### config.mk
export PLATFORM = sky130hd
export DESIGN_NAME = sot_ctrl
export DESIGN_NICKNAME = d
export VERILOG_FILES = /design/src/rtl/sot_pkg.sv /design/src/rtl/sot_delay_line.sv /design/src/rtl/sot_ctrl.sv
export VERILOG_INCLUDE_DIRS = /design/src /design/src/rtl
export SDC_FILE = /design/constraint.sdc
export NUM_CORES = 1
export LEC_CHECK = 0
export BUFFER_PORTS_ARGS = -buffer_cell sky130_fd_sc_hd__buf_2
export CORE_MARGIN = 2
export CORE_UTILIZATION = 40
export DETAILED_ROUTE_END_ITERATION = 6
export PLACE_DENSITY_LB_ADDON = 0.3
export SLEW_MARGIN = 20
export SYNTH_ARGS = -nofsm -noshare
export SYNTH_HDL_FRONTEND = slang
export SYNTH_HIERARCHICAL = 1
export SYNTH_SLANG_ARGS = --single-unit
### constraint.sdc
create_clock -name hclk -period 3.25 [get_ports hclk]
set_input_delay 0.65 -clock hclk [delete_from_list [all_inputs] [get_ports hclk]]
set_output_delay 0.65 -clock hclk [all_outputs]
set_load 0.05 [all_outputs]
### src/rtl/sot_defs.svh
// Offsets, field positions, reset values and counts of the termination controller
`ifndef SOT_DEFS_SVH
`define SOT_DEFS_SVH
`define SOT_CFG_OFFSET 8'h00
`define SOT_STAT_OFFSET 8'h04
`define SOT_CFG_RESET 16'h0465
`define SOT_CWL_LSB 0
`define SOT_CL_LSB 4
`define SOT_AL_LSB 8
`define SOT_NOM_LSB 10
`define SOT_WRT_LSB 13
`define SOT_DLLPD_BIT 15
`define SOT_LAT_MINUS 6'h02
`define SOT_HOLD_CHOP 3'h4
`define SOT_HOLD_FULL 3'h6
`define SOT_AGE_MAX 4'hF
`endif

### src/rtl/sot_pkg.sv
// Types and latency arithmetic of the termination controller
`include "sot_defs.svh"
package sot_pkg;
    typedef enum logic [1:0] {
        SOT_AL_ZERO = 2'h0,
        SOT_AL_CL_M1 = 2'h1,
        SOT_AL_CL_M2 = 2'h2,
        SOT_AL_RSVD = 2'h3
    } sot_al_t;

    typedef struct packed {
        logic ap_valid;
        logic ap_write;
        logic [7:0] ap_addr;
        logic [31:0] hrdata;
        logic [15:0] cfg;
        logic sync;
        logic [4:0] lat;
        logic [2:0] wr_cnt;
        logic wr_sel;
        logic [3:0] cfg_age;
    } sot_state_t;

    // Latency = write latency - 2, never below one cycle
    function automatic logic [4:0] sot_lat_calc(input logic [3:0] write_cas_latency, input logic [3:0] cl,
                                                 input logic [1:0] alf);
        logic [5:0] al;
        logic [5:0] wl;
        al = 6'h00;
        if (alf == SOT_AL_CL_M1) begin
            al = {2'h0, cl} - 6'h01;
        end else if (alf == SOT_AL_CL_M2) begin
            al = {2'h0, cl} - 6'h02;
        end
        wl = {2'h0, write_cas_latency} + al;
        if (wl < 6'h03) begin
            return 5'h01;
        end
        return 5'(wl - `SOT_LAT_MINUS);
    endfunction
endpackage

### src/rtl/sot_delay_line.sv
// Variable-tap delay line with registered output
`timescale 1ns/10ps
module sot_delay_line #(
    parameter int WIDTH = 1,
    parameter int DEPTH = 32,
    parameter int TAP_W = 5
) (
    // Clock and reset
    input wire logic clk,
    input wire logic rst_n,
    // Data
    input wire logic [WIDTH-1:0] d,
    input wire logic [TAP_W-1:0] tap,
    output logic [WIDTH-1:0] q
);
    typedef struct packed {
        logic [DEPTH-1:0][WIDTH-1:0] sh;
        logic [WIDTH-1:0] q;
    } sot_dly_state_t;

    sot_dly_state_t s_q;
    sot_dly_state_t s_d;

    // q at edge t+tap equals d sampled at edge t
    always_comb begin
        s_d = s_q;
        s_d.sh = {s_q.sh[DEPTH-2:0], d};
        if (tap == '0) begin
            s_d.q = d;
        end else begin
            s_d.q = s_q.sh[tap - TAP_W'(1)];
        end
    end

    always_ff @(posedge clk or negedge rst_n) begin
        if (!rst_n) begin
            s_q <= '0;
        end else begin
            s_q <= s_d;
        end
    end

    assign q = s_q.q;
endmodule

### src/rtl/sot_ctrl.sv
// Synchronous on-die termination controller with AHB-Lite configuration
`timescale 1ns/10ps
`include "sot_defs.svh"
// Overview of operation
// - Sync mode needs DLL locked and termination enabled
// - Precharge power-down keeps sync per DLL power-down bit
// - Pin high/low switches termination after latency
// - Both latencies equal write latency minus two
// - Pin delayed by programmed additive latency
// - Write switches to write termination, then back
// - Dynamic termination enabled by either write bit
module sot_ctrl #(
    parameter int DEPTH = 32
) (
    // Clock and reset
    input wire logic hclk,
    input wire logic hresetn,
    // AHB-Lite slave
    input wire logic hsel,
    input wire logic [7:0] haddr,
    input wire logic [1:0] htrans,
    input wire logic hwrite,
    input wire logic [2:0] hsize,
    input wire logic [31:0] hwdata,
    input wire logic hready,
    output logic hreadyout,
    output logic hresp,
    output logic [31:0] hrdata,
    // Memory-side inputs
    input wire logic termination_ctl_pin,
    input wire logic wr_cmd,
    input wire logic burst_chop_four,
    input wire logic cke,
    input wire logic bank_active,
    input wire logic dll_locked,
    // Termination outputs
    output logic sync_mode,
    output logic term_en,
    output logic write_termination,
    output logic nominal_termination
);
    sot_pkg::sot_state_t s_q;
    sot_pkg::sot_state_t s_d;
    logic nom_on;
    logic dyn_on;
    logic pin_smp;
    logic wr_dly;
    logic [1:0] wr_in;
    logic [1:0] wr_out;
    logic [4:0] wr_tap;
    logic [15:0] cfg_next;

    assign nom_on = s_q.cfg[`SOT_NOM_LSB +: 3] != 3'h0;
    assign dyn_on = s_q.cfg[`SOT_WRT_LSB +: 2] != 2'h0;
    // Pin sampled only in sync mode; asynchronous path is outside this block
    assign pin_smp = termination_ctl_pin & s_q.sync;
    assign wr_in = {burst_chop_four, wr_cmd & s_q.sync & dyn_on};
    // Write path taps one earlier so the counter flop lands on the latency edge
    assign wr_tap = s_q.lat - 5'h01;
    assign wr_dly = wr_out[0];

    sot_delay_line #(.WIDTH(1), .DEPTH(DEPTH), .TAP_W(5)) u_pin_dly (
        .clk(hclk),
        .rst_n(hresetn),
        .d(pin_smp),
        .tap(s_q.lat),
        .q(term_en)
    );

    sot_delay_line #(.WIDTH(2), .DEPTH(DEPTH), .TAP_W(5)) u_wr_dly (
        .clk(hclk),
        .rst_n(hresetn),
        .d(wr_in),
        .tap(wr_tap),
        .q(wr_out)
    );

    always_comb begin
        s_d = s_q;
        cfg_next = s_q.cfg;
        // Data phase of a write lands here; hready is always high
        if (s_q.ap_valid && s_q.ap_write && s_q.ap_addr == `SOT_CFG_OFFSET) begin
            cfg_next = hwdata[15:0];
        end
        s_d.cfg = cfg_next;
        s_d.ap_valid = hsel && htrans[1] && hready;
        s_d.ap_write = hwrite;
        s_d.ap_addr = {haddr[7:2], 2'h0};
        if (s_d.ap_valid && !hwrite) begin
            // Read sees a write still in its data phase
            unique case ({haddr[7:2], 2'h0})
                `SOT_CFG_OFFSET: s_d.hrdata = {16'h0000, cfg_next};
                `SOT_STAT_OFFSET: s_d.hrdata = {24'h000000, s_q.wr_sel, term_en,
                                                s_q.sync, s_q.lat};
                default: s_d.hrdata = 32'h00000000;
            endcase
        end
        if (cfg_next != s_q.cfg) begin
            s_d.cfg_age = 4'h0;
        end else if (s_q.cfg_age != `SOT_AGE_MAX) begin
            s_d.cfg_age = s_q.cfg_age + 4'h1;
        end
        s_d.lat = sot_pkg::sot_lat_calc(s_q.cfg[`SOT_CWL_LSB +: 4],
                                        s_q.cfg[`SOT_CL_LSB +: 4],
                                        s_q.cfg[`SOT_AL_LSB +: 2]);
        // Precharge power-down keeps sync only with the DLL kept on
        s_d.sync = dll_locked && (nom_on || dyn_on) &&
                   (cke || bank_active || s_q.cfg[`SOT_DLLPD_BIT]);
        // Window length 4 or 6 equals hold plus latency minus switch latency
        if (wr_dly) begin
            s_d.wr_cnt = wr_out[1] ? `SOT_HOLD_CHOP : `SOT_HOLD_FULL;
        end else if (s_q.wr_cnt != 3'h0) begin
            s_d.wr_cnt = s_q.wr_cnt - 3'h1;
        end
        s_d.wr_sel = (s_d.wr_cnt != 3'h0) && dyn_on;
    end

    always_ff @(posedge hclk or negedge hresetn) begin
        if (!hresetn) begin
            s_q <= '{ap_valid: 1'b0, ap_write: 1'b0, ap_addr: 8'h00, hrdata: 32'h00000000,
                     cfg: `SOT_CFG_RESET, sync: 1'b0, lat: 5'h01, wr_cnt: 3'h0,
                     wr_sel: 1'b0, cfg_age: 4'h0};
        end else begin
            s_q <= s_d;
        end
    end

    assign hreadyout = 1'b1;
    assign hresp = 1'b0;
    assign hrdata = s_q.hrdata;
    assign sync_mode = s_q.sync;
    assign write_termination = term_en & s_q.wr_sel;
    assign nominal_termination = term_en & ~s_q.wr_sel & nom_on;

    logic cfg_settled;
    assign cfg_settled = s_q.cfg_age == `SOT_AGE_MAX;
endmodule

### Word level (Yosys, flattened, before mapping)

Index checks and enable logic that the tools add are counted.

| storage, ports and cells | value |
|---|---|
| bits of input ports | 56 |
| logic and storage cells | 131 |
| flip-flop bits (word level) | 165 |
| output and inout bits | 38 |

| operators by class | value |
|---|---|
| eq/ne operators | 3 |
| bitwise operators | 7 |
| add/subtract/negate cells | 7 |
| reduce and logical (&&, ||, !) cells | 20 |
| mux-type cells | 16 |
| $lt $le $gt $ge | 3 |

Operators with widths:

| kind | number |
|---|---|
| $pmux 16 s2 | 1 |
| $mux 16 | 1 |
| $lt 5x6->1 const B | 2 |
| $mux 6 | 2 |
| $bmux 2 s5 | 1 |
| $logic_not 5->1 | 2 |
| $mux 5 | 2 |
| $sub 5x1->5 const B | 2 |
| $reduce_bool 3->1 | 3 |
| $logic_and 1x1->1 | 8 |
| $logic_not 8->1 | 1 |
| $add 4x6->6 | 1 |
| $and 1x1->1 | 6 |
| $eq 6x1->1 const B | 1 |
| $logic_not 6->1 | 1 |
| $lt 6x2->1 const B | 1 |
| $mux 2 | 3 |
| $mux 3 | 2 |
| $bmux 1 s5 | 1 |
| $sub 4x1->5 const B | 1 |
| $sub 4x2->5 const B | 1 |
| $sub 5x2->5 const B | 1 |
| $logic_or 1x1->1 | 3 |
| $mux 1 | 3 |
| 6 further kinds | 6 |

### Longest topological paths before layout

Gate-level depths: netlist of the first run.

| logic depth | value |
|---|---|
| depth after elaboration | 7 |
| mapped depth | 13 |
| depth with buffers taken out | 11 |

### Hierarchy

The synthesis of the first run kept the hierarchy.

Modules (own cells, without submodules):

| module | area each (µm²) | sequential area each (µm²) | cells an instance | instances |
|---|---|---|---|---|
| sot_ctrl | 2681.3 | 1258.7 | 238 | 1 |
| sot_delay_line (u_wr_dly) | 2513.7 | 1651.6 | 166 | 1 |
| sot_delay_line (u_pin_dly) | 1199.9 | 825.8 | 59 | 1 |

### Least setup slack after synthesis of the first run

No wires, ideal clock.

| timing | value |
|---|---|
| path type | register to register |
| start point | reg s_q[8] (netlist name) |
| end point | reg u_wr_dly.s_q (netlist bit u_wr_dly/q[0]) |
| arrival time | 2.682 ns |
| path buffers | 1 |
| data required time | 3.120 ns |
| cell stages (with the launch flop) | 13 |
| clock period less this slack | 2.812 ns |
| setup time | 0.130 ns |
| setup slack | 0.438 ns |
| path through | dfstp_2 inv_1 ha_1 inv_1 inv_1 ha_1 clkbuf_1 mux4_1 mux2i_1 nor3b_1 or4_1 a21oi_1 nor3_1 |

RTL lines:

| what | line | RTL |
|---|---|---|
| from (decl) | sot_ctrl.sv:42 | `sot_pkg::sot_state_t s_q;` |
| from (signal assigned) | sot_ctrl.sv:120 | `s_q <= '{ap_valid: 1'b0, ap_write: 1'b0, ap_addr: 8'h00, hrdata: 32'h00000000,` |
| to (signal assigned) | sot_delay_line.sv:37 | `s_q <= '0;` |
| to (signal assigned) | sot_delay_line.sv:39 | `s_q <= s_d;` |
| to (decl) | sot_delay_line.sv:21 | `sot_dly_state_t s_q;` |

==> results.yml, run 1 <==
status:
  outcome: "complete, no violations"
placed_design:
  dpl_worst_slack_ps: 359.1
  place_hpwl_microns: 8016
  port_buffers: 53
  gp_congestion: 0.8148
worst_setup_path:
  critical_path_buf_inv_count: 3
  worstSetupPathType: "flop to flop"
  path_common_cell: "inv_1"
  cp_data_required_time_ps: 3540
  r2r_slack_ps: 340
  worstPathMaxFanout: 6
  worstSetupStartpoint: "s_q[8]$_DFF_PN1_"
  crit_family: "adder cells"
  worstReg2RegStart: "s_q[8]$_DFF_PN1_"
  max_stage_delay_ps: 530
  reg2reg_to: "u_wr_dly/q[0]$_DFF_PN0_"
  worst_ep_arrival_time_ps: 3200
  r2r_cells: 11
  cp_slowest_cell: "dfstp_2"
  crit_chain: "inv_1 -> ha_1 -> inv_1 -> inv_1 -> ha_1 -> mux4_1 -> mux2i_1 -> nor3b_1 -> or4_1 -> a21oi_1 -> nor3_1"
  startpoint_type: "flop"
  critPathCaptureType: "flop"
detailed_routing:
  route.met2.wl_microns: 5614
  wirelength_microns: 11780
  highest_layer: "met4"
  vias: 3709
  firstDrtPassIters: 4
  first_iter_violations: 176
  met3_length_microns: 710
  wl_per_cell_microns: 15.90
  drc: 0
  final_antenna_net_count: 0
  drt-met1-wl_microns: 5310
  vias_per_cell: 5.005
floorplanning:
  die_y_microns: 130.4
  die_area_sq_um: 17010
  rows: 46
  start_util_pct: 40.55
  die_x_microns: 130.4
  io_pins: 94
  core-area_sq_um: 15770
sta:
  final_max_slew_viol_count: 0
  final.period_utilization_pct: 89.50
  fin_skew_ps: 7.318
  grt_setup_unrepaired: "false"
  hold_viol: 0
  tightest_slew_ps: 937.0
  setup_viol: 0
  setup_slack_ps: 341.3
  relSlewSlack_pct: 37.32
  fmax_mhz: 343.8
  min_period_ps: 2909
  finalSetupTns_ps: 0
clock_tree:
  clk_pin_slew_worst_paths_ps: 60
  post_cts_buffers: 0
  cts_tree: "built"
  clock_sinks: 149
  cts_buffers: 17
  cts.path.max_buffers: 2
  cts_hold_buffers: 0
  cts_root_buf: "clkbuf_16"
  cts_resized: 0
  cts_max_level: 4
  clock_latency_ps: 420
grt:
  grt_start_max_net_pins: 77
  grt_pass1_wl_microns: 19930
  grt_pass1_vias: 3951
  antenna_found_initial: 0
  grt_util_all_layers_pct: 15.43
  grt.overflow.total: 0
synth:
  ys_seq_area_share_pct: 58.42
  postSynthAreaPerCell_sq_um: 13.81
  ys_ff_latch: 149
  synth_edf_count: 0
  async_flop_share_pct: 100.0
  ys.flop_type: "dfrtp_1"
  syn-cell-area_sq_um: 6395
  synthCells: 463
  yosys_warnings: 6
  synth_cell_types: 58
final_layout:
  mostFrequentLayoutCell: "dfrtp_1"
  fillers: 1419
  fin_nets: 583
  final_cell_mix: "143 x dfrtp_1, 52 x buf_2, 36 x nand2_1"
  diodes: 0
  syn_to_final_growth_pct: 14.89
  drive_gt1_share_pct: 26.67
job:
  cap_violations: 0
power_and_ir_drop:
  p_leak_nw: 3.586
  power_density_nw_per_um2: 752.5
  vdd_drop_max_mv: 0.4030
hold_path:
  hp-class: "input pin to asynchronous set/reset pin"
==> per-layer routing <==
metal / global-route usage, % / up-vias
li1: - / 1689
met1: 19.98 / 1899
met2: 24.92 / 104
met3: 5.049 / 17
met4: 4.881 / 0
met5: 0 / -
==> stage by stage <==
| stage | utilization, % | total power [mW] | std cells | cell area (sq um) | hold slack, ps |
|---|---|---|---|---|---|
| 5_1_grt | 46.59 | 5.853 | 741 | 7347 | 281.6 |
| 6_report | 46.59 | 5.529 | 741 | 7347 | 239.9 |
| 3_3_place_gp | 42.63 | 3.474 | 709 | 6723 | 352.6 |
| 2_1_floorplan | - | 3.203 | 479 | 6455 | 345.9 |
| 4_1_cts | 46.59 | 5.591 | 741 | 7347 | 260.9 |
| 3_5_place_dp | 42.63 | 3.514 | 709 | 6723 | 355.4 |
==> flip-flops by register name, indices dropped and copies added, names as in the netlist <==
signal	flops
u_wr_dly/s_q	2
u_pin_dly/s_d	31
u_wr_dly/q	2
u_pin_dly/s_q	1
sync_mode	1
s_q	33
u_pin_dly/q	1
hrdata	16
u_wr_dly/s_d	62
==> power by group <==
group / leakage (nW) / internal (mW) / switching (mW) / total, mW
registers: 1.87 / 2.01 / 0.114 / 2.12
logic: 1.42 / 0.575 / 0.799 / 1.37
clock network: 0.301 / 1.26 / 0.777 / 2.04
==> worst max-delay path by stage <==
stage | end | slack [ps] | cells past startpoint
2_1_floorplan | u_wr_dly/q[0]$_DFF_PN0_ | 440 | 12
3_3_place_gp | u_wr_dly/q[0]$_DFF_PN0_ | 350 | 11
3_5_place_dp | u_wr_dly/q[0]$_DFF_PN0_ | 360 | 11
4_1_cts | u_wr_dly/q[0]$_DFF_PN0_ | 330 | 11
5_1_grt | u_wr_dly/q[0]$_DFF_PN0_ | 150 | 11
6_report | u_wr_dly/q[0]$_DFF_PN0_ | 340 | 11
==> cell usage after synthesis (3+ instances only) <==
library cell / instances / area, sq um
mux4_1: 15 / 394.1
nand2_1: 36 / 135.1
a211oi_1: 4 / 30.03
nor3_1: 6 / 30.03
inv_1: 25 / 93.84
buf_4: 36 / 270.3
a21oi_1: 15 / 75.07
nor3b_1: 5 / 37.54
nor4_1: 5 / 31.28
o21ai_0: 8 / 40.04
nand2b_1: 5 / 31.28
o22ai_1: 3 / 18.77
nand3_1: 4 / 20.02
mux2i_1: 13 / 130.1
mux4_2: 9 / 202.7
nor2_1: 13 / 48.80
a22oi_1: 7 / 52.55
xor2_1: 4 / 35.03
and3_1: 4 / 25.02
nor2b_1: 4 / 25.02
ha_1: 14 / 175.2
dfstp_2: 6 / 157.7
dfrtp_1: 143 / 3578
mux2_2: 6 / 67.56
mux2_4: 10 / 150.1
xnor2_1: 7 / 61.31
buf_6: 4 / 45.04
clkbuf_1: 6 / 22.52
or2_2: 3 / 18.77
buf_2: 3 / 15.01
a22o_1: 8 / 70.07
==> area by class of cell <==
cell class	count	area [sq um]	area share (%)
inverter	26	97.59	1.328
clock inverter	13	171.4	2.333
timing repair buffer	64	354.1	4.819
multi-input combinational	254	2265	30.82
sequential	149	3736	50.85
tap	216	270.3	3.678
clock buffer	19	452.9	6.165
==> cells by family after synthesis <==
logic type	after synthesis	synth area share (%)
AO/OA/AOI/OAI	58	6.281
other	2	0.1174
buffers and inverters	76	7.102
adder cells (fa/ha/maj)	15	3.052
XOR/XNOR	12	1.761
AND/OR/NAND/NOR	98	8.491
flip-flops	149	58.42
multiplexers	53	14.77
Note: power is estimated with default switching activity, not from simulation.
==> inputs of run 2 (changes only) <==
CORE_UTILIZATION = 54   (was 40)
SETUP_SLACK_MARGIN = 0.2   (was not set)
==> run 2 against run 1 <==
  * Power decreased by 0.69%
  * Non-clock buffer count fell by 2
  * Critical path type unchanged
  * Final cell count fell by 10%
  * Via count about the same
  * Utilization increased by 17 points
  * Sequential share of layout area is 0.70 points higher
  * Global-route usage rose by 3.9 points
  * Clock power is 3% lower
  * Die area is 25% lower
  * Critical path depth increased by 1
  * First-iteration DRC count increased by 47%
  * Sequential power hardly changed
==> results.yml, run 2 (synthesis gave the netlist of run 1 again) <==
detailed_routing:
  wl_per_cell_microns: 16.75
  first_iter_violations: 258
  final_antenna_net_count: 0
  vias: 3708
  drc: 0
  vias_per_cell: 5.568
  wirelength_microns: 11160
  firstDrtPassIters: 7
grt:
  grt_util_all_layers_pct: 19.37
  grt_start_max_net_pins: 92
  grt_pass1_wl_microns: 19070
  grt_pass1_vias: 3846
  antenna_found_initial: 0
  grt.overflow.total: 0
worst_setup_path:
  worstReg2RegStart: "s_q[8]$_DFF_PN1_"
  r2r_slack_ps: 350
  r2r_cells: 12
  crit_chain: "inv_1 -> ha_1 -> inv_1 -> inv_1 -> ha_2 -> buf_4 -> mux4_2 -> nand2_1 -> a21oi_1 -> or4_1 -> a21oi_1 -> nor3_1"
  path_common_cell: "inv_1"
  cp_slowest_cell: "or4_1"
  max_stage_delay_ps: 530
  worst_ep_arrival_time_ps: 3200
  worstSetupPathType: "flop to flop"
  cp_data_required_time_ps: 3550
  startpoint_type: "flop"
  worstPathMaxFanout: 7
  reg2reg_to: "u_wr_dly/q[0]$_DFF_PN0_"
  critPathCaptureType: "flop"
sta:
  final.period_utilization_pct: 89.23
  fmax_mhz: 344.8
  grt_setup_unrepaired: "false"
  finalSetupTns_ps: 0
  min_period_ps: 2900
  hold_viol: 0
  whs_ps: 291.0
  setup_viol: 0
  relSlewSlack_pct: 46.17
  final_max_slew_viol_count: 0
  tightest_slew_ps: 807.5
  fin_skew_ps: 9.803
floorplanning:
  die_y_microns: 112.8
  start_util_pct: 55.77
  io_pins: 94
  die_area_sq_um: 12730
  die_x_microns: 112.8
  rows: 39
  core-area_sq_um: 11470
final_layout:
  syn_to_final_growth_pct: 13.32
  largest_reg_flops: 62
  postLayoutCoreUtil_pct: 63.20
  final_cell_area_sq_um: 7247
  fin_nets: 581
  drive_gt1_share_pct: 26.58
  mostFrequentLayoutCell: "dfrtp_1"
  final_cell_mix: "143 x dfrtp_1, 52 x buf_2, 36 x nand2_1"
  diodes: 0
hold_path:
  hp-class: "input pin to asynchronous set/reset pin"
clock_tree:
  cts.path.max_buffers: 2
  cts_hold_buffers: 0
  clk_pin_slew_worst_paths_ps: 60
  cts_tree: "built"
  cts_max_level: 4
  cts_root_buf: "clkbuf_16"
  clock_sinks: 149
  clock_latency_ps: 420
  post_cts_buffers: 0
  cts_buffers: 17
placed_design:
  place_area_sq_um: 6629
  place_hpwl_microns: 7526
  port_buffers: 53
  gp_congestion: 0.9380
status:
  outcome: "complete, no violations"
power_and_ir_drop:
  vdd_drop_max_mv: 0.6483
  power_density_nw_per_um2: 757.6
  p_leak_nw: 3.576
job:
  cap_violations: 0
[run 2: area by class of cell]
type | count | area [sq um]
Fill cell | 831 | 4220
Sequential cell | 149 | 3736
Multi-Input combinational cell | 254 | 2275
Clock buffer | 20 | 456.7
Timing Repair Buffer | 62 | 351.6
Tap cell | 143 | 178.9
Clock inverter | 12 | 151.4
Inverter | 26 | 97.59
[run 2: timing repair]
action	4_1_cts	5_1_grt
resized for setup	0	2
setup endpoints to repair	0	1
endpoints found under the hold margin	0	0
[run 2: metrics by stage]
step                worst slack, ps  power [mW]  instances
floorplan                     438.1       3.203        479
global placement              420.5       3.464        634
detailed placement            357.4       3.506        634
CTS                           348.5       5.527        666
global route                  209.4       5.792        666
finish                        349.9       5.490        666
[run 2: critical path: cells and delay by family (launching register included)]
kind | cells | cell delay, ps
adder cells (fa/ha/maj) | 2 | 640
AND/OR/NAND/NOR | 3 | 680
AO/OA/AOI/OAI | 2 | 190
buffers and inverters | 4 | 410
multiplexers | 1 | 330
flip-flops | 1 | 520
[run 2: power breakdown]
group / leakage (nW) / internal (mW) / switching, mW
registers: 1.87 / 2.01 / 0.111
logic: 1.41 / 0.581 / 0.809
clock network: 0.297 / 1.25 / 0.738
total: 3.58 / 3.83 / 1.66
[run 2: worst max-delay path by stage]
stage / startpoint / end / slack (ps) / cells past startpoint
2_1_floorplan: s_q[8]$_DFF_PN1_ / u_wr_dly/q[0]$_DFF_PN0_ / 440 / 12
3_3_place_gp: s_q[8]$_DFF_PN1_ / u_wr_dly/q[0]$_DFF_PN0_ / 420 / 12
3_5_place_dp: s_q[8]$_DFF_PN1_ / u_wr_dly/q[0]$_DFF_PN0_ / 360 / 12
4_1_cts: s_q[8]$_DFF_PN1_ / u_wr_dly/q[0]$_DFF_PN0_ / 350 / 12
5_1_grt: s_q[8]$_DFF_PN1_ / u_wr_dly/q[0]$_DFF_PN0_ / 210 / 12
6_report: s_q[8]$_DFF_PN1_ / u_wr_dly/q[0]$_DFF_PN0_ / 350 / 12
[run 2: metal layers]
metal  up-vias  wire, microns  global-route usage [%]
li1       1697              -                       -
met1      1879           5170                   27.21
met2       110           5109                   28.18
met3        22            630                   6.106
met4         0            246                   8.374
met5         -              0                       0
==> inputs of run 3 (changes only) <==
CORE_UTILIZATION = 30   (was 54)
==> run 3 against run 2 <==
  * Clock-buffer cell count up 1
  * Power fell by 2.6%
  * Via count grew 1.1%
  * Critical path depth shrank 1
  * Sequential share of layout area shrank 0.91 points
  * Critical path type unchanged
  * Largest power group unchanged
==> results.yml, run 3 (synthesis gave the netlist of run 1 again) <==
status:
  outcome: "complete, no violations"
power_and_ir_drop:
  p_leak_nw: 3.549
  power_frac_clock_pct: 33.1
  power_switching_mw: 1.692
  combinationalPowerShare_pct: 27.3
  vdd_drop_max_mv: 0.2515
  power_density_nw_per_um2: 724.9
  p_seq_share_pct: 39.6
  p_int_mw: 3.656
  swShare_pct: 31.63
  power_mw: 5.348
floorplanning:
  start_util_pct: 30.52
  rows: 53
  die_x_microns: 150
  core-area_sq_um: 20960
  die_area_sq_um: 22500
  io_pins: 94
  die_y_microns: 150
clock_tree:
  clock_sinks: 149
  cts.path.max_buffers: 2
  post_cts_buffers: 0
  clock_latency_ps: 410
  clk_pin_slew_worst_paths_ps: 60
  cts_max_level: 4
  cts_root_buf: "clkbuf_16"
  cts_tree: "built"
  cts_hold_buffers: 0
  cts_buffers: 17
placed_design:
  port_buffers: 53
  place_hpwl_microns: 8489
  gp_congestion: 0.8451
  dpl_worst_slack_ps: 194.6
sta:
  final.period_utilization_pct: 88.14
  grt_setup_unrepaired: "false"
  setup_viol: 0
  tightest_slew_ps: 706.1
  relSlewSlack_pct: 52.81
  finalSetupTns_ps: 0
  fin_skew_ps: 7.499
  fmax_mhz: 349.1
  setup_slack_ps: 385.4
  final_max_slew_viol_count: 0
  whs_ps: 42.12
  hold_viol: 0
  min_period_ps: 2865
final_layout:
  final_cell_mix: "143 x dfrtp_1, 52 x buf_2, 36 x nand2_1"
  syn_to_final_growth_pct: 15.36
  drive_gt1_share_pct: 26.81
  largest_reg_flops: 62
  fin_nets: 584
  postLayoutCoreUtil_pct: 35.20
  mostFrequentLayoutCell: "dfrtp_1"
  diodes: 0
grt:
  antenna_found_initial: 0
  grt_pass1_vias: 3933
  grt_start_max_net_pins: 95
  grt.overflow.total: 0
  grt_pass1_wl_microns: 19940
  grt_util_all_layers_pct: 11.57
detailed_routing:
  wirelength_microns: 12140
  vias_per_cell: 4.680
  firstDrtPassIters: 5
  final_antenna_net_count: 0
  wl_per_cell_microns: 15.15
  first_iter_violations: 195
  vias: 3749
  drc: 0
job:
  cap_violations: 0
worst_setup_path:
  cp_data_required_time_ps: 3530
  r2r_slack_ps: 390
  worst_ep_arrival_time_ps: 3140
  worstSetupPathType: "flop to flop"
  reg2reg_to: "u_wr_dly/q[0]$_DFF_PN0_"
  critPathCaptureType: "flop"
  worstReg2RegStart: "s_q[8]$_DFF_PN1_"
  r2r_cells: 11
  worstPathMaxFanout: 8
  startpoint_type: "flop"
hold_path:
  hp-class: "input pin to asynchronous set/reset pin"
run 3: worst max path at each step:
stage                                start                 endpoint  slack (ps)  cells past startpoint
after floorplan           s_q[8]$_DFF_PN1_  u_wr_dly/q[0]$_DFF_PN0_         440                     12
after global placement    s_q[8]$_DFF_PN1_  u_wr_dly/q[0]$_DFF_PN0_         210                     12
after detailed placement  s_q[8]$_DFF_PN1_  u_wr_dly/q[0]$_DFF_PN0_         190                     11
after CTS                 s_q[8]$_DFF_PN1_  u_wr_dly/q[0]$_DFF_PN0_         270                     11
after global routing      s_q[8]$_DFF_PN1_  u_wr_dly/q[0]$_DFF_PN0_         260                     11
final                     s_q[8]$_DFF_PN1_  u_wr_dly/q[0]$_DFF_PN0_         390                     11
run 3: through the flow:
stage | cell area (sq um) | std cells
2_1_floorplan | 6455 | 479
3_3_place_gp | 6817 | 769
3_5_place_dp | 6817 | 769
4_1_cts | 7367 | 801
5_1_grt | 7377 | 801
6_report | 7377 | 801
run 3: worst max-delay path: stages, from the launching register on:
cell	delay, ps
dfstp_2	530
inv_1	50
ha_1	280
inv_1	120
inv_1	90
ha_4	350
mux4_1	340
mux2i_1	160
nor3b_1	60
or4_1	540
a21oi_1	130
nor3_1	70
run 3: power groups by stage:
stage / logic, mW / registers [mW] / clock network [mW]
floorplan: 1.08 / 2.13 / 0
finish: 1.46 / 2.12 / 1.77
global placement: 1.38 / 2.14 / 0
detailed placement: 1.43 / 2.15 / 0
global route: 1.60 / 2.14 / 1.91
CTS: 1.45 / 2.12 / 1.83
run 3: repair_timing:
| item | in CTS | in global routing |
|---|---|---|
| endpoints found under the setup margin | 1 | 2 |
| pin swaps | 0 | 0 |
| resized for setup | 1 | 1 |
run 3: area by class of cell:
cell class	instances	area, sq um
timing repair buffer	65	374.1
clock inverter	11	77.57
sequential	149	3736
fill	2013	13580
tap	275	344.1
inverter	26	97.59
multi-input combinational	254	2277
clock buffer	21	470.5
run 3: routing by layer:
metal  global-route usage (%)  vias up  part of all wire (%)
met2                    17.90      119                    46
met5                        0        -                     0
met4                    4.292        0                   1.3
li1                         -     1705                     -
met1                    15.19     1911                    47
met3                    3.750       14                   6.0
